File: config.mk
export PLATFORM = sky130hd
export DESIGN_NAME = spimp_port
export DESIGN_NICKNAME = d
export VERILOG_FILES = /design/src/verilog/spimp_pkg.sv /design/src/verilog/spimp_port.sv
export SDC_FILE = /design/constraint.sdc
export NUM_CORES = 1
export LEC_CHECK = 0
export BUFFER_PORTS_ARGS = -buffer_cell sky130_fd_sc_hd__buf_2
export CAP_MARGIN = 40
export CORE_MARGIN = 10
export CORE_UTILIZATION = 38
export DETAILED_ROUTE_END_ITERATION = 10
export PLACE_DENSITY = 0.74
export SLEW_MARGIN = 15
export SYNTH_ARGS = -nofsm -noshare
export SYNTH_HDL_FRONTEND = slang
export SYNTH_SLANG_ARGS = --single-unit
File: constraint.sdc
create_clock -name i_clk -period 2.25 [get_ports i_clk]
set_clock_uncertainty 0.15 [all_clocks]
set_input_delay 0.225 -clock i_clk [delete_from_list [all_inputs] [get_ports i_clk]]
set_output_delay 0.225 -clock i_clk [all_outputs]
set_load 0.05 [all_outputs]
File: src/verilog/spimp_pkg.sv
package spimp_pkg;

  // ==========================================================
  // Register map (word index, byte address = 4 * index)
  localparam logic [7:0] IDX_DATA    = 8'h21;
  localparam logic [7:0] IDX_CONTROL = 8'h22;
  localparam logic [7:0] IDX_STATUS  = 8'h23;
  localparam logic [9:0] ADDR_DATA    = {IDX_DATA, 2'b00};
  localparam logic [9:0] ADDR_CONTROL = {IDX_CONTROL, 2'b00};
  localparam logic [9:0] ADDR_STATUS  = {IDX_STATUS, 2'b00};

  // ==========================================================
  // Field positions and reset values
  localparam int SR_DONE_BIT = 7;
  localparam int SR_WRITE_COLLISION_FLAG_BIT = 6;
  localparam int SR_MODE_FAULT_FLAG_BIT = 4;
  localparam logic [7:0] CONTROL_RESET = 8'h00;
  localparam logic [7:0] DATA_RESET    = 8'h00;

  typedef struct packed {
    logic port_irq_enable;
    logic port_pins_enable;
    logic divide_by_two_enable;
    logic master_select;
    logic clock_polarity;
    logic clock_phase;
    logic rate_select_hi;
    logic rate_select_lo;
  } spimp_ctrl_type;

  typedef struct packed {
    logic sck;
    logic mosi;
    logic miso;
    logic ss_n;
  } spimp_pins_type;

  typedef enum logic {ST_IDLE, ST_SHIFT} spimp_state_type;

  // ==========================================================
  // Serial clock half periods in processor cycles
  localparam logic [6:0] HALF_DIV4   = 7'h02;
  localparam logic [6:0] HALF_DIV8   = 7'h04;
  localparam logic [6:0] HALF_DIV32  = 7'h10;
  localparam logic [6:0] HALF_DIV64  = 7'h20;

  // Every half period doubles when divide_by_two_enable is clear
  function automatic logic [6:0] spimp_half_period(input spimp_ctrl_type c);
    logic [6:0] base;
    base = HALF_DIV4;
    unique case ({c.rate_select_hi, c.rate_select_lo})
      2'b00: base = HALF_DIV4;
      2'b01: base = HALF_DIV8;
      2'b10: base = HALF_DIV32;
      2'b11: base = HALF_DIV64;
    endcase
    return c.divide_by_two_enable ? base : {base[5:0], 1'b0};
  endfunction

endpackage

File: src/verilog/spimp_port.sv
// The placing of the registers and register access over APB were chosen for this implementation.
`timescale 1ns/1ps
module spimp_port
  import spimp_pkg::*;
#(
  parameter int ADDR_W = 10
) (
  input  wire logic              i_clk,
  input  wire logic              i_resetn,
  input  wire logic              i_clk_en,
  input  wire logic              i_halt,
  input  wire logic              i_irq_mask,
  input  wire logic              i_psel,
  input  wire logic              i_penable,
  input  wire logic              i_pwrite,
  input  wire logic [ADDR_W-1:0] i_paddr,
  input  wire logic [31:0]       i_pwdata,
  output logic      [31:0]       o_prdata,
  output logic                   o_pready,
  output logic                   o_pslverr,
  output logic                   o_irq,
  input  wire logic              i_sck,
  output logic                   o_sck,
  output logic                   o_sck_oe,
  input  wire logic              i_mosi,
  output logic                   o_mosi,
  output logic                   o_mosi_oe,
  input  wire logic              i_miso,
  output logic                   o_miso,
  output logic                   o_miso_oe,
  input  wire logic              i_ss_n
);

  // ==========================================================
  // State
  spimp_pins_type  sync1_q, sync2_q;
  logic            sck_dly_q, sck_dly_d;
  spimp_ctrl_type  ctrl_q, ctrl_d;
  spimp_state_type state_q, state_d;
  logic [7:0]      shift_q, shift_d;
  logic [7:0]      rxbuf_q, rxbuf_d;
  logic [6:0]      div_cnt_q, div_cnt_d;
  logic [3:0]      edge_cnt_q, edge_cnt_d;
  logic [2:0]      bit_cnt_q, bit_cnt_d;
  logic            sck_q, sck_d;
  logic            out_bit_q, out_bit_d;
  logic            started_q, started_d;
  logic            done_q, done_d;
  logic            done_arm_q, done_arm_d;
  logic            write_collision_flag_q, write_collision_flag_d;
  logic            write_collision_flag_arm_q, write_collision_flag_arm_d;
  logic            mode_fault_flag_q, mode_fault_flag_d;
  logic            mode_fault_flag_arm_q, mode_fault_flag_arm_d;
  logic [31:0]     prdata_d;
  logic            pready_d, pslverr_d, irq_d;
  logic            sck_oe_d, mosi_oe_d, miso_oe_d;

  // ==========================================================
  // Decode
  logic en, setup, commit, sel_data, sel_ctrl, sel_stat;
  logic wr_data, rd_data, acc_stat, rd_stat, wr_ctrl;
  logic is_master, slave_sel, fault, m_busy, s_busy, busy;
  logic m_edge, s_edge, any_edge, samp, done_ev, wr_ok;

  // Halt freezes everything exactly like a dropped clock enable
  assign en       = i_clk_en & ~i_halt;
  assign setup    = i_psel & ~i_penable;
  assign commit   = i_psel & i_penable & o_pready;
  assign sel_data = i_paddr == ADDR_W'(ADDR_DATA);
  assign sel_ctrl = i_paddr == ADDR_W'(ADDR_CONTROL);
  assign sel_stat = i_paddr == ADDR_W'(ADDR_STATUS);
  assign wr_data  = commit & i_pwrite & sel_data;
  assign rd_data  = commit & ~i_pwrite & sel_data;
  assign acc_stat = commit & sel_stat;
  assign rd_stat  = acc_stat & ~i_pwrite;
  assign wr_ctrl  = commit & i_pwrite & sel_ctrl;

  assign is_master = ctrl_q.port_pins_enable & ctrl_q.master_select;
  assign slave_sel = ctrl_q.port_pins_enable & ~ctrl_q.master_select & ~sync2_q.ss_n;
  // Only a master can fault; a forced slave keeps the flag but never sets it
  assign fault     = ctrl_q.master_select & ~sync2_q.ss_n;
  assign m_busy    = state_q == ST_SHIFT;
  // Phase zero slave has no way to know when the first edge comes
  assign s_busy    = slave_sel & (~ctrl_q.clock_phase | (edge_cnt_q != 4'h0));
  assign busy      = m_busy | s_busy;
  assign m_edge    = m_busy & (div_cnt_q == 7'h00) & ~fault;
  assign s_edge    = slave_sel & (sync2_q.sck ^ sck_dly_q);
  assign any_edge  = m_edge | s_edge;
  // Even edge count means odd edge number; phase zero samples odd edges
  assign samp      = any_edge & (edge_cnt_q[0] == ctrl_q.clock_phase);
  assign done_ev   = samp & (bit_cnt_q == 3'h7);
  assign wr_ok     = wr_data & ~busy & (~done_q | done_arm_q);

  // ==========================================================
  // Next state
  always_comb begin
    spimp_ctrl_type wv;
    wv         = spimp_ctrl_type'(i_pwdata[7:0]);
    sck_dly_d  = sync2_q.sck;
    ctrl_d     = ctrl_q;
    state_d    = state_q;
    shift_d    = shift_q;
    rxbuf_d    = rxbuf_q;
    div_cnt_d  = div_cnt_q;
    edge_cnt_d = edge_cnt_q;
    bit_cnt_d  = bit_cnt_q;
    sck_d      = sck_q;
    out_bit_d  = out_bit_q;
    started_d  = started_q;
    done_d     = done_q;
    done_arm_d = done_arm_q;
    write_collision_flag_d     = write_collision_flag_q;
    write_collision_flag_arm_d = write_collision_flag_arm_q;
    mode_fault_flag_d     = mode_fault_flag_q;
    mode_fault_flag_arm_d = mode_fault_flag_arm_q;

    // Control write; fault-blocked bits only open inside the clearing sequence
    if (wr_ctrl) begin
      if (mode_fault_flag_q && !mode_fault_flag_arm_q) begin
        wv.port_pins_enable = wv.port_pins_enable & ctrl_q.port_pins_enable;
        wv.master_select    = wv.master_select & ctrl_q.master_select;
      end
      ctrl_d = wv;
    end

    // Engine: edges, sampling, byte completion
    if (any_edge) begin
      edge_cnt_d = edge_cnt_q + 4'h1;
    end
    if (samp) begin
      shift_d   = {shift_q[6:0], is_master ? sync2_q.miso : sync2_q.mosi};
      bit_cnt_d = bit_cnt_q + 3'h1;
    end
    if (s_edge) begin
      started_d = 1'b1;
    end
    // Output bit moves on launch edges and accepted data writes, so it holds across the sampling edge
    if (any_edge && !samp) begin
      out_bit_d = shift_q[7];
    end
    if (!slave_sel && !m_busy) begin
      edge_cnt_d = 4'h0;
      bit_cnt_d  = 3'h0;
      started_d  = 1'b0;
    end
    if (!m_busy) begin
      sck_d = ctrl_d.clock_polarity;
    end

    if (m_busy) begin
      if (div_cnt_q == 7'h00) begin
        div_cnt_d = spimp_half_period(ctrl_q) - 7'h01;
        sck_d     = ~sck_q;
        if (edge_cnt_q == 4'hF) begin
          state_d = ST_IDLE;
        end
      end else begin
        div_cnt_d = div_cnt_q - 7'h01;
      end
    end

    // Accepted data write loads the shift register; master starts
    if (wr_ok) begin
      shift_d = i_pwdata[7:0];
      out_bit_d = i_pwdata[7];
      if (is_master) begin
        state_d    = ST_SHIFT;
        div_cnt_d  = spimp_half_period(ctrl_q) - 7'h01;
        edge_cnt_d = 4'h0;
        bit_cnt_d  = 3'h0;
      end
    end

    // Done flag: clear by status access then data access, set wins
    if (acc_stat && done_q) begin
      done_arm_d = 1'b1;
    end
    if ((rd_data || wr_data) && done_arm_q) begin
      done_d     = 1'b0;
      done_arm_d = 1'b0;
    end
    if (done_ev) begin
      done_d = 1'b1;
      // Later bytes are dropped silently while done is pending
      if (!done_q) begin
        rxbuf_d = {shift_q[6:0], is_master ? sync2_q.miso : sync2_q.mosi};
      end
    end

    // Collision flag: status read then data read clears, write does not
    if (rd_stat && write_collision_flag_q) begin
      write_collision_flag_arm_d = 1'b1;
    end
    if (rd_data && write_collision_flag_arm_q) begin
      write_collision_flag_d     = 1'b0;
      write_collision_flag_arm_d = 1'b0;
    end
    if (wr_data && busy) begin
      write_collision_flag_d = 1'b1;
    end

    // Mode fault flag and its clearing sequence
    if (acc_stat && mode_fault_flag_q) begin
      mode_fault_flag_arm_d = 1'b1;
    end
    if (wr_ctrl && mode_fault_flag_arm_q) begin
      mode_fault_flag_d     = 1'b0;
      mode_fault_flag_arm_d = 1'b0;
    end
    if (fault) begin
      mode_fault_flag_d                  = 1'b1;
      ctrl_d.port_pins_enable = 1'b0;
      ctrl_d.master_select    = 1'b0;
      state_d                 = ST_IDLE;
    end
  end

  // ==========================================================
  // Bus answer and pins, all registered
  always_comb begin
    prdata_d  = 32'h0000_0000;
    pready_d  = setup;
    pslverr_d = setup & ~(sel_data | sel_ctrl | sel_stat);
    if (setup && !i_pwrite) begin
      if (sel_data) begin
        prdata_d[7:0] = rxbuf_q;
      end else if (sel_ctrl) begin
        prdata_d[7:0] = ctrl_q;
      end else if (sel_stat) begin
        prdata_d[SR_DONE_BIT] = done_q;
        prdata_d[SR_WRITE_COLLISION_FLAG_BIT] = write_collision_flag_q;
        prdata_d[SR_MODE_FAULT_FLAG_BIT] = mode_fault_flag_q;
      end
    end
    // The same line wakes the processor from wait
    irq_d     = ~i_irq_mask & ctrl_d.port_irq_enable & (done_d | mode_fault_flag_d);
    sck_oe_d  = ctrl_d.port_pins_enable & ctrl_d.master_select;
    mosi_oe_d = sck_oe_d;
    miso_oe_d = slave_sel & ~fault & (~ctrl_q.clock_phase | started_d);
  end

  always_ff @(posedge i_clk) begin
    if (!i_resetn) begin
      sync1_q    <= '1;
      sync2_q    <= '1;
      sck_dly_q  <= 1'b0;
      ctrl_q     <= spimp_ctrl_type'(CONTROL_RESET);
      state_q    <= ST_IDLE;
      shift_q    <= DATA_RESET;
      rxbuf_q    <= DATA_RESET;
      div_cnt_q  <= 7'h00;
      edge_cnt_q <= 4'h0;
      bit_cnt_q  <= 3'h0;
      sck_q      <= 1'b0;
      out_bit_q  <= 1'b0;
      started_q  <= 1'b0;
      done_q     <= 1'b0;
      done_arm_q <= 1'b0;
      write_collision_flag_q     <= 1'b0;
      write_collision_flag_arm_q <= 1'b0;
      mode_fault_flag_q     <= 1'b0;
      mode_fault_flag_arm_q <= 1'b0;
      o_prdata   <= 32'h0000_0000;
      o_pready   <= 1'b0;
      o_pslverr  <= 1'b0;
      o_irq      <= 1'b0;
      o_sck_oe   <= 1'b0;
      o_mosi_oe  <= 1'b0;
      o_miso_oe  <= 1'b0;
    end else if (en) begin
      sync1_q    <= '{sck: i_sck, mosi: i_mosi, miso: i_miso, ss_n: i_ss_n};
      sync2_q    <= sync1_q;
      sck_dly_q  <= sck_dly_d;
      ctrl_q     <= ctrl_d;
      state_q    <= state_d;
      shift_q    <= shift_d;
      rxbuf_q    <= rxbuf_d;
      div_cnt_q  <= div_cnt_d;
      edge_cnt_q <= edge_cnt_d;
      bit_cnt_q  <= bit_cnt_d;
      sck_q      <= sck_d;
      out_bit_q  <= out_bit_d;
      started_q  <= started_d;
      done_q     <= done_d;
      done_arm_q <= done_arm_d;
      write_collision_flag_q     <= write_collision_flag_d;
      write_collision_flag_arm_q <= write_collision_flag_arm_d;
      mode_fault_flag_q     <= mode_fault_flag_d;
      mode_fault_flag_arm_q <= mode_fault_flag_arm_d;
      o_prdata   <= prdata_d;
      o_pready   <= pready_d;
      o_pslverr  <= pslverr_d;
      o_irq      <= irq_d;
      o_sck_oe   <= sck_oe_d;
      o_mosi_oe  <= mosi_oe_d;
      o_miso_oe  <= miso_oe_d;
    end
  end

  // Data pins come straight from the launched output bit
  assign o_sck  = sck_q;
  assign o_mosi = out_bit_q;
  assign o_miso = out_bit_q;
endmodule // spimp_port

; ---- Word level (Yosys, flattened, before mapping)
; Cells that the tools add are included.
; Widths: inputs -> output; s select.
[word_totals]
ff_bits = 70
latch_bits = 0
ram_bits = 0
romBits = 0
input_bits = 54
memories = 0
[op_classes]
add_sub_neg = 5
mul = 0
div_mod_pow = 0
order_cmp = 0
eq_ne = 9
n_shift = 0
mux = 60
bitwise = 52
n_reduce_logical = 34
[ops]
columns = operator, count
row1 = $mux 7, 10
row2 = $mux 8, 5
row3 = $mux 1, 33
row4 = $and 1x1->1, 31
row5 = $eq 10x8->1 const B, 3
row6 = $pmux 7 s4, 1
row7 = $sub 7x1->7 const B, 3
row8 = $mux 4, 5
row9 = $reduce_and 2->1, 7
row10 = $mux 3, 4
row11 = $not 1->1, 12
row12 = $reduce_bool 2->1, 6
row13 = $logic_and 1x1->1, 11
row14 = $or 1x1->1, 8
row15 = $logic_not 7->1, 1
row16 = $logic_not 1->1, 5
row17 = $add 4x1->4 const B, 1
row18 = $eq 2x2->1 const B, 2
row19 = $eq 4x4->1 const B, 1
row20 = $mux 2, 2
row21 = $reduce_bool 4->1, 1
row22 = $add 3x1->3 const B, 1
row23 = $eq 3x3->1 const B, 1
row24 = $reduce_and 3->1, 1
row25 = 5 further kinds, 5

; ---- Depth between registers and ports, before layout
; Gate-level depths: netlist (run 1).
[logic_depth]
ltp_word = 13
depth_mapped = 10

; ---- Worst setup path before layout (run 1)
; OpenSTA, ideal clock, no wires.
[synth_timing]
path_kind = reg-to-reg
startpoint = register div_cnt_q[2]
endpoint = register rxbuf_q[1]
setup_ns = 0.115
arrival_ns = 2.022
t_required_ns = 1.985
slack_ns = -0.037
stages_incl_launch_ff = 10
synth_period_minus_slack_ns = 2.287
cell_sequence = dfxtp_1 > buf_6 > or4_4 > o32ai_4 > and3_1 > buf_6 > nand3b_4 > buf_6 > nand3_2 > o21ai_2
[synth_via]
elab_chain_len = 7
[synth_rtl]
columns = element, line
row1 = start: declaration, spimp_port.sv:42  ; logic [6:0] div_cnt_q, div_cnt_d;
row2 = start signal: assignment, spimp_port.sv:278  ; div_cnt_q <= div_cnt_d;
row3 = $logic_not 7->1, spimp_port.sv:86  ; assign m_edge = m_busy & (div_cnt_q == 7'h00) & ~fault;
row4 = $and 1x1->1 (2 in a row), spimp_port.sv:86
row5 = $or 1x1->1, spimp_port.sv:88  ; assign any_edge = m_edge | s_edge;
row6 = $and 1x1->1, spimp_port.sv:90  ; assign samp = any_edge & (edge_cnt_q[0] == ctrl_q.clock_phase);
row7 = $and 1x1->1, spimp_port.sv:91  ; assign done_ev = samp & (bit_cnt_q == 3'h7);
row8 = $reduce_and 3->1 (no line), -
row9 = end signal: assignment, spimp_port.sv:277  ; rxbuf_q <= rxbuf_d;
row10 = end: declaration, spimp_port.sv:41  ; logic [7:0] rxbuf_q, rxbuf_d;
; Every way passes these cells.
; A chain may end at the register's enable or synchronous reset.

; ---- Worst setup path in the final report (run 1)
[layout_timing]
startpoint = register div_cnt_q[2]
endpoint = register shift_q[6]
[layout_via]
elab_chain_len = 7
[layout_rtl]
columns = element, line
row1 = $logic_not 7->1, spimp_port.sv:86
row2 = $and 1x1->1 (2 in a row), spimp_port.sv:86
row3 = $or 1x1->1, spimp_port.sv:88
row4 = $and 1x1->1, spimp_port.sv:90
row5 = $reduce_bool 2->1 (no line), -
row6 = $reduce_and 2->1 (no line), -
row7 = end signal: assignment, spimp_port.sv:276  ; shift_q <= shift_d;
row8 = end: declaration, spimp_port.sv:40  ; logic [7:0] shift_q, shift_d;
; Every way passes these cells.

==> out/qor.txt, run 1 <==
status: complete, no violations
clock transition at the registers of the reported paths: 90 ps
register area share after synthesis: 38.1%
area of the die: 0.0140 mm2
layout cells sized above 1: 22.8%
slowest stage delay, CP: 590 ps
clock sink count: 70
DP Cell Count: 635
fin area: 0.00446 mm2
Seq pwr share: 48.6%
CTS H-tree depth: 3
Peak supply drop: 0.000247 V
area delta synth->final: 21.1%
Vias: 3490
Top Ports: 95
Mean Syn Cell Area: 8.07 um2
CTS buffer count: 9
min Tclk post-route: 2180 ps
vias in the first global route: 3248
row cnt: 35
leading cell types in the layout, fill and taps excluded: dfxtp_1 (70), nand2_1 (62), nor2_1 (48), buf_2 (46), buf_4 (32)
arrival time at the worst endpoint: 2320 ps
WS Path Type: register to register
Combinational Power Share: 10.4%
worst-margin pin slew: 500 ps
Die W: 118 um
fmax: 0.459 GHz
Hold Path Class: input pin to register
Slowest-stage cell, CP: or4_4
CTS max path bufs: 2
Synth Register Bits: 70
first-pass GRT wire length: 16300 um
largest net degree at the start of global routing: 46
Root Driver: clkbuf_8
vias per cell: 5.25
# diodes: 0
All-Layer GR Usage: 14.0%
Cell Chain, Critical Path: or4_4, o32ai_4, buf_6, nand2_1, a21oi_4, nand2_4, o22ai_1
switching share of power: 28.7%
remaining antenna violation count after routing: 0
# DRC: 0
part of the power in the clock network: 41.0%
crit start category: register
GRT overflow: 0
drt wl/cell: 15.1 um
Synth Flop Type: dfxtp_1
crit share post-route: 96.7%
nets: 592
Post-synth EDFFs: 0
unrepaired setup endpoints after global routing: no
port bufs: 46
Final Setup Violations: 0
Starting Density: 39.5%
final total power: 0.00259 W
final hold vios: 0
core area: 0.00933 mm2
Clock Latency Late Sink: 370 ps
Mapped Cells: 456
CTS tree: built
initial antenna violation count: 0
dpl cell area: 0.00410 mm2
internal power: 0.00185 W
pwr dens: 582 mW/mm2
synthesized area: 0.00368 mm2
commonest non-fill, non-tap cell in the layout: dfxtp_1
post-synthesis cell type count: 58
Fill cells: 895
final RePlAce weighted congestion: 0.846
post-DP HPWL: 7490 um
crit path max fanout: 8
setup TNS: 0 ps
Syn. warnings: 0
# Max-Cap Violations: 0
initial drt markers: 296
P_leak: 1.86 nW
Max Slew Vio Count: 0
router iterations before antenna repair: 5
endpoint type of the worst setup path: register
Die H: 118 um
WP data required: 2390 ps
Switch Pwr: 0.000746 W
Slew HR: 66.5%
post-synthesis async set-or-reset flop share: 0%
Cell Count, Final, Fillers Out: 665
WL final: 10000 um
## metal layers
metal | track usage [%] | up-vias | part of all wire (%)
li1 | - | 1712 | -
met1 | 17.9 | 1622 | 45
met2 | 21.1 | 142 | 46
met3 | 4.19 | 14 | 7.6
met4 | 6.18 | 0 | 1.9
met5 | 0 | - | 0
## worst max-delay path: cells and delay by family, from the launching register on
kind	cells	cell delay, ps
AOI/OAI and AO/OA	3	690
buffers and inverters	1	150
and+or+nand+nor	3	790
DFF	1	330
## synth_stat cells, drive strengths merged, types with 6 or more instances
cell / count / area [um2]
a21oi: 33 / 176
a22oi: 10 / 75.1
buf: 32 / 241
clkbuf: 18 / 67.6
dfxtp: 70 / 1400
ha: 7 / 87.6
inv: 10 / 37.5
mux2i: 13 / 130
nand2: 63 / 239
nand3: 29 / 155
nor2: 48 / 180
nor2b: 6 / 37.5
nor4: 8 / 50.1
o21ai: 29 / 175
o22ai: 9 / 56.3
## path summary, 6_finish.rpt
path	start	to	slack, ps	cells past startpoint
worst max-delay path	div_cnt_q[2]	shift_q[6]	70	7
worst min-delay path	i_pwdata[4]	shift_q[4]	40	3
worst max register to register	div_cnt_q[2]	shift_q[6]	70	7
worst min register to register	o_pslverr	o_pslverr	310	2
## what timing repair did
| item | CTS | global route |
|---|---|---|
| resized for setup | 0 | 7 |
| hold buffers | 10 | 0 |
| endpoints found under the setup margin | 0 | 12 |
| hold endpoints to repair | 11 | 0 |
| setup buffers | 0 | 4 |
## state kept, by name, summed over array words and instances, names as in the netlist, 3 cells and up
name	cells
rxbuf_q	8
shift_q	8
edge_cnt_q	4
bit_cnt_q	3
sync1_q	4
div_cnt_q	7
o_prdata	8
ctrl_q	8
sync2_q	3
## kinds of logic (layout without fill, tap and decap cells)
group	count (synthesis)	after routing	synth area share [%]
AOI/OAI and AO/OA	107	107	19.3
xor gates and xnor gates	8	8	1.90
adders and majority gates	7	7	2.38
buffers and inverters	61	118	9.52
DFF	70	70	38.1
muxes	14	14	3.84
other	1	24	0.102
and+or+nand+nor	188	188	24.8
## layout make-up
| cell class | instances | area, um2 | area share (%) |
|---|---|---|---|
| Clock inverter | 7 | 80.1 | 1.80 |
| Sequential cell | 70 | 1400 | 31.4 |
| Timing Repair Buffer | 91 | 613 | 13.7 |
| Clock buffer | 9 | 124 | 2.78 |
| Multi-Input combinational cell | 348 | 2040 | 45.7 |
| Tap cell | 129 | 161 | 3.62 |
| Inverter | 11 | 41.3 | 0.926 |
## stage by stage
step / hold WS (ps) / util, % / setup slack [ps]
floorplan: 199 / - / 68.2
global placement: 287 / 43.9 / 89.2
detailed placement: 287 / 43.9 / 66.7
CTS: 26.3 / 47.2 / 35.3
global route: 43.6 / 47.8 / 9.16
finish: 35.9 / 47.8 / 73.3
## power by group through the flow
| stage | Clock, W | Combinational [W] | Sequential (W) |
|---|---|---|---|
| floorplan | 0 | 0.000206 | 0.00129 |
| global placement | 0 | 0.000249 | 0.00129 |
| detailed placement | 0 | 0.000252 | 0.00129 |
| CTS | 0.00108 | 0.000265 | 0.00126 |
| global route | 0.00112 | 0.000293 | 0.00126 |
| finish | 0.00106 | 0.000269 | 0.00126 |
Power figures use the tool's default switching activity.
==> inputs of run 2 (changes only) <==
--- a/config.mk
+++ b/config.mk
@@ -11,6 +11,7 @@
 export CORE_UTILIZATION = 38
 export DETAILED_ROUTE_END_ITERATION = 10
 export PLACE_DENSITY = 0.74
+export SETUP_SLACK_MARGIN = 0.1
 export SLEW_MARGIN = 15
 export SYNTH_ARGS = -nofsm -noshare
 export SYNTH_HDL_FRONTEND = slang
==> out/qor.txt, run 2 (same netlist as run 1, synthesis figures left out) <==
clock transition at the registers of the reported paths: 80 ps (was 90 ps)
drt wl/cell: 15.5 um (was 15.1 um)
Die H: 118 um (unchanged)
final total power: 0.00256 W (was 0.00259 W)
Seq pwr share: 49.2% (was 48.6%)
Max Slew Vio Count: 0 (unchanged)
post-DP HPWL: 7560 um (was 7490 um)
CP startpoint: div_cnt_q[2] (unchanged)
CTS tree: built (unchanged)
Vias: 3540 (was 3490)
reg2reg path depth: 7 (unchanged)
Clock Latency Late Sink: 370 ps (about the same)
leading cell types in the layout, fill and taps excluded: dfxtp_1 (63), nand2_1 (61), nor2_1 (47), buf_2 (46) (was dfxtp_1 (70), nand2_1 (62), nor2_1 (48), buf_2 (46), buf_4 (32))
crit path max fanout: 7 (was 8)
Slowest-stage cell, CP: or4_4 (unchanged)
WP data required: 2350 ps (was 2390 ps)
Starting Density: 39.5% (unchanged)
Worst R2R End: shift_q[2] (was shift_q[6])
buffers and inverters on the worst path: 2 (was 1)
nets: 593 (was 592)
final RePlAce weighted congestion: 0.871 (was 0.846)
Cell Chain, Critical Path: or4_4, o32ai_4, buf_6, nand2_4, a21oi_4, buf_6, o22ai_1 (was or4_4, o32ai_4, buf_6, nand2_1, a21oi_4, nand2_4, o22ai_1)
Die W: 118 um (unchanged)
CTS buffer count: 9 (unchanged)
largest net degree at the start of global routing: 31 (was 46)
Switch Pwr: 0.000726 W (was 0.000746 W)
# DRC: 0 (unchanged)
All-Layer GR Usage: 14.3% (was 14.0%)
min Tclk post-route: 2190 ps (was 2180 ps)
fin area: 0.00454 mm2 (was 0.00446 mm2)
GRT overflow: 0 (unchanged)
unrepaired setup endpoints after global routing: yes (was no)
# Max-Cap Violations: 0 (unchanged)
Top Ports: 95 (unchanged)
Critical Path Sink: shift_q[2] (was shift_q[6])
final hold vios: 0 (unchanged)
Seq. cell area: 0.00141 mm2 (was 0.00140 mm2)
row cnt: 35 (unchanged)
area of the die: 0.0140 mm2 (unchanged)
vias in the first global route: 3443 (was 3248)
Hold Path Class: input pin to register (unchanged)
DP Worst Slack: 9.55 ps (was 66.7 ps)
pwr dens: 565 mW/mm2 (was 582 mW/mm2)
top cell family by delay on the critical path: compound AO/OA/AOI/OAI gates (was simple AND/OR/NAND/NOR gates)
fmax: 0.456 GHz (was 0.459 GHz)
Peak supply drop: 0.000346 V (was 0.000247 V)
router iterations before antenna repair: 6 (was 5)
remaining antenna violation count after routing: 0 (unchanged)
crit start category: register (unchanged)
most numerous cell on the critical path: buf_6
internal power: 0.00184 W (was 0.00185 W)
port bufs: 46 (unchanged)
dpl cell area: 0.00412 mm2 (was 0.00410 mm2)
CP Depth: 7 (unchanged)
Combinational Power Share: 10.5% (was 10.4%)
initial antenna violation count: 1 (was 0)
crit share post-route: 97.5% (was 96.7%)
Root Driver: clkbuf_8 (unchanged)
core area: 0.00933 mm2 (unchanged)
area delta synth->final: 23.3% (was 21.1%)
setup TNS: 0 ps (unchanged)
Fill cells: 913 (was 895)
initial drt markers: 348 (was 296)
layout cells sized above 1: 26.3% (was 22.8%)
commonest non-fill, non-tap cell in the layout: dfxtp_1 (unchanged)
worst hold start: i_pwdata[7] (was i_pwdata[4])
RR Startpoint: div_cnt_q[2] (unchanged)
Final Setup Violations: 0 (unchanged)
first-pass GRT wire length: 16900 um (was 16300 um)
arrival time at the worst endpoint: 2290 ps (was 2320 ps)
switching share of power: 28.3% (was 28.7%)
vias per cell: 5.31 (was 5.25)
part of the power in the clock network: 40.3% (was 41.0%)
status: complete, no violations (unchanged)
clock sink count: 70 (unchanged)
hold_ws: 6.54 ps (was 35.9 ps)
CTS max path bufs: 2 (unchanged)
P_leak: 1.91 nW (was 1.86 nW)
slowest stage delay, CP: 560 ps (was 590 ps)
area of the multi-input gates: 0.00212 mm2 (was 0.00204 mm2)
WL final: 10400 um (was 10000 um)
endpoint type of the worst setup path: register (unchanged)
setup ws final: 57.3 ps (was 73.3 ps)
Reg2Reg Setup Slack: 60 ps (was 70 ps)
CTS H-tree depth: 3 (unchanged)
WS Path Type: register to register (unchanged)
-- run 2: cell count changes in the layout (fill, tap and decap cells not counted), moves of 2 or more --
cell / previous run / this run
dfxtp_1: 70 / 63
dfxtp_2: 0 / 7
o22ai_1: 8 / 2
o22ai_2: 1 / 7
buf_6: 2 / 5
clkinv_2: 0 / 2
inv_6: 3 / 1
-- run 2: power by group through the flow --
| stage | Clock [W] | Sequential (W) | Combinational (W) |
|---|---|---|---|
| floorplan | 0 | 0.00129 | 0.000206 |
| detailed placement | 0 | 0.00129 | 0.000250 |
| global placement | 0 | 0.00129 | 0.000246 |
| global route | 0.00110 | 0.00126 | 0.000292 |
| finish | 0.00103 | 0.00126 | 0.000269 |
| CTS | 0.00104 | 0.00126 | 0.000264 |
-- run 2: tightest hold or removal path: cells and delay by family --
family,cells,cell delay (ps)
buf+inv,1,130
simple gates,1,60
compound gates,1,50
-- run 2: what timing repair did --
action	4_1_cts	5_1_grt
hold endpoints to repair	9	0
setup endpoints to repair	15	25
hold buffers	9	0
cloned	0	1
setup buffers	1	0
gates resized for setup	5	23
pin swaps	3	18
-- run 2: routing by layer --
layer	share of wire (%)	global-route usage, %	vias up
met5	0	0	-
met1	43	17.8	1649
met2	47	22.8	140
met4	2.5	6.11	0
met3	8.0	3.90	22
li1	-	-	1729
-- run 2: worst min-delay path by stage --
| stage | cells after the start | slack [ps] | endpoint |
|---|---|---|---|
| 2_1_floorplan | 2 | 200 | sync1_q[0] |
| 3_3_place_gp | 2 | 290 | o_pslverr |
| 3_5_place_dp | 3 | 290 | sync1_q[1] |
| 4_1_cts | 3 | 0.6 | ctrl_q[7] |
| 5_1_grt | 3 | 20 | ctrl_q[7] |
| 6_report | 3 | 7 | ctrl_q[7] |
-- run 2: stage by stage --
step,utilization (%),std cells
final,48.7,667
after global routing,48.7,667
after CTS,47.5,665
after detailed placement,44.1,639
after global placement,44.1,639
after floorplan,-,479
-- run 2: final cells by class --
type	count	share of cell area, %
timing repair buffer	91	13.4
antenna	1	0.0551
clock buffer	9	2.73
sequential	70	31.1
multi-input combinational	349	46.6
inverter	11	0.910
clock inverter	7	1.63
tap	129	3.56
==> inputs of run 3 (changes only) <==
--- a/config.mk
+++ b/config.mk
@@ -5,12 +5,13 @@
 export SDC_FILE = /design/constraint.sdc
 export NUM_CORES = 1
 export LEC_CHECK = 0
-export BUFFER_PORTS_ARGS = -buffer_cell sky130_fd_sc_hd__buf_2
+export BUFFER_PORTS_ARGS = -buffer_cell sky130_fd_sc_hd__buf_4
 export CAP_MARGIN = 40
 export CORE_MARGIN = 10
 export CORE_UTILIZATION = 38
 export DETAILED_ROUTE_END_ITERATION = 10
 export PLACE_DENSITY = 0.74
+export RECOVER_POWER = 50
 export SETUP_SLACK_MARGIN = 0.1
 export SLEW_MARGIN = 15
 export SYNTH_ARGS = -nofsm -noshare
==> out/qor.txt, run 3 (same netlist as run 1, synthesis figures left out) <==
status: complete, no violations (unchanged)
routed wl met3: 790 um (was 825 um)
# Max-Cap Violations: 0 (unchanged)
Clock Latency Late Sink: 350 ps (was 370 ps)
Hold Path Class: input pin to register (unchanged)
initial drt markers: 283 (was 348)
Final Setup Violations: 0 (unchanged)
Met2 Routed Length: 4970 um (was 4830 um)
post-DP HPWL: 7450 um (was 7560 um)
Die H: 118 um (unchanged)
most numerous cell on the critical path: buf_6 (unchanged)
router iterations before antenna repair: 5 (was 6)
Slew HR: 36.4%
Top Ports: 95 (unchanged)
endpoint type of the worst setup path: register (unchanged)
remaining antenna violation count after routing: 0 (unchanged)
crit path max fanout: 7 (unchanged)
DP Cell Count: 632 (was 639)
clock sink count: 70 (unchanged)
CTS max path bufs: 2 (unchanged)
WP data required: 2330 ps (was 2350 ps)
pwr dens: 611 mW/mm2 (was 565 mW/mm2)
leading cell types in the layout, fill and taps excluded: dfxtp_1 (64), nand2_1 (61), buf_4 (48), nor2_1 (46), a21oi_1 (31) (was dfxtp_1 (63), nand2_1 (61), nor2_1 (47), buf_2 (46))
hold_ws: 28.1 ps (was 6.54 ps)
unrepaired setup endpoints after global routing: yes (unchanged)
final hold vios: 0 (unchanged)
CTS buffer count: 9 (unchanged)
final RePlAce weighted congestion: 0.908 (was 0.871)
WS Path Type: register to register (unchanged)
layout cells sized above 1: 20.9% (was 26.3%)
slowest stage delay, CP: 570 ps (was 560 ps)
crit start category: register (unchanged)
Fill cells: 910 (was 913)
fin area: 0.00455 mm2 (was 0.00454 mm2)
port bufs: 46 (unchanged)
vias in the first global route: 3369 (was 3443)
Peak supply drop: 0.000315 V (was 0.000346 V)
setup TNS: 0 ps (unchanged)
crit share post-route: 97.7% (was 97.5%)
Cell Chain, Critical Path: or4_4, o32ai_4, buf_6, nand2_4, a21oi_4, buf_6, o22ai_1 (unchanged)
first-pass GRT wire length: 16700 um (was 16900 um)
nets: 588 (was 593)
area of the die: 0.0140 mm2 (unchanged)
largest net degree at the start of global routing: 46 (was 31)
Vias: 3532 (was 3540)
vias per cell: 5.34 (was 5.31)
top layer in use: met4 (unchanged)
row cnt: 35 (unchanged)
CTS tree: built (unchanged)
min Tclk post-route: 2200 ps (was 2190 ps)
wl on met1: 4500 um (was 4450 um)
Slowest-stage cell, CP: or4_4 (unchanged)
Root Driver: clkbuf_8 (unchanged)
commonest non-fill, non-tap cell in the layout: dfxtp_1 (unchanged)
initial antenna violation count: 0 (was 1)
Cell Count, Final, Fillers Out: 661 (was 667)
worst-margin pin slew: 954 ps
core area: 0.00933 mm2 (unchanged)
WL final: 10400 um (about the same)
area delta synth->final: 23.6% (was 23.3%)
dpl cell area: 0.00419 mm2 (was 0.00412 mm2)
Die W: 118 um (unchanged)
arrival time at the worst endpoint: 2270 ps (was 2290 ps)
# DRC: 0 (unchanged)
drt wl/cell: 15.7 um (was 15.5 um)
# diodes: 0 (was 1)
CTS H-tree depth: 3 (unchanged)
All-Layer GR Usage: 14.2% (was 14.3%)
Starting Density: 39.5% (unchanged)
clock transition at the registers of the reported paths: 80 ps (about the same)
Max Slew Vio Count: 0 (unchanged)
GRT overflow: 0 (unchanged)
P_leak: 1.80 nW (was 1.91 nW)
fmax: 0.455 GHz (was 0.456 GHz)
[run 3: cell types whose count changed in the layout (fill, tap and decap cells not counted), moves of 2 or more]
cell       change
buf_2         -46
clkbuf_1      +22
buf_4         +17
bufinv_16      +2
clkbuf_4       +2
o22ai_1        +2
o22ai_2        -2
[run 3: path summary, 6_finish.rpt]
kind                     start          to  slack, ps  cells after the start
setup / recovery  div_cnt_q[5]  shift_q[6]         50                      7
hold / removal     i_pwdata[7]   ctrl_q[7]         30                      3
setup reg to reg  div_cnt_q[5]  shift_q[6]         50                      7
hold reg to reg      o_pslverr   o_pslverr        310                      2
[run 3: metal layers]
metal | up-vias | global-route usage, %
met5 | - | 0
met4 | 0 | 5.73
met2 | 150 | 23.1
met1 | 1664 | 17.5
li1 | 1708 | -
met3 | 10 | 3.71
[run 3: area by class of cell]
cell class                 count  area [um2]  area share [%]
multi-input combinational    349        2090            46.0
sequential                    70        1410            31.0
timing repair buffer          86         598            13.1
tap                          129         161            3.55
clock buffer                   9         124            2.72
clock inverter                 7         121            2.67
inverter                      11        41.3           0.908
[run 3: metrics by stage]
step | power [W] | worst slack [ps] | utilization (%)
6_report | 0.00278 | 52.6 | 48.8
5_1_grt | 0.00287 | 23.4 | 48.8
4_1_cts | 0.00280 | 100 | 49.1
3_5_place_dp | 0.00155 | 63.6 | 44.9
3_3_place_gp | 0.00155 | 110 | 44.9
2_1_floorplan | 0.00150 | 79.4 | -
[run 3: timing repair]
| action | CTS | global route |
|---|---|---|
| pin swaps | 3 | 10 |
| hold buffers | 9 | 0 |
| gates cloned | 1 | 0 |
| gates resized for setup | 6 | 18 |
| endpoints found under the hold margin | 9 | 0 |
| setup endpoints to repair | 18 | 26 |
| setup buffers | 2 | 1 |
[run 3: worst max-delay path, delay by kind of cell, from the launching register on]
kind            cells  cell delay, ps
compound gates      3             630
buf+inv             2             350
flops               1             330
simple gates        2             620
[run 3: where the power goes]
part           total [W]  leakage, nW  internal [W]  switching, W
Clock            0.00124        0.124      0.000742      0.000500
Sequential       0.00126        0.569       0.00125     0.0000116
Combinational   0.000273         1.11     0.0000773      0.000196
Total            0.00278         1.80       0.00207      0.000708
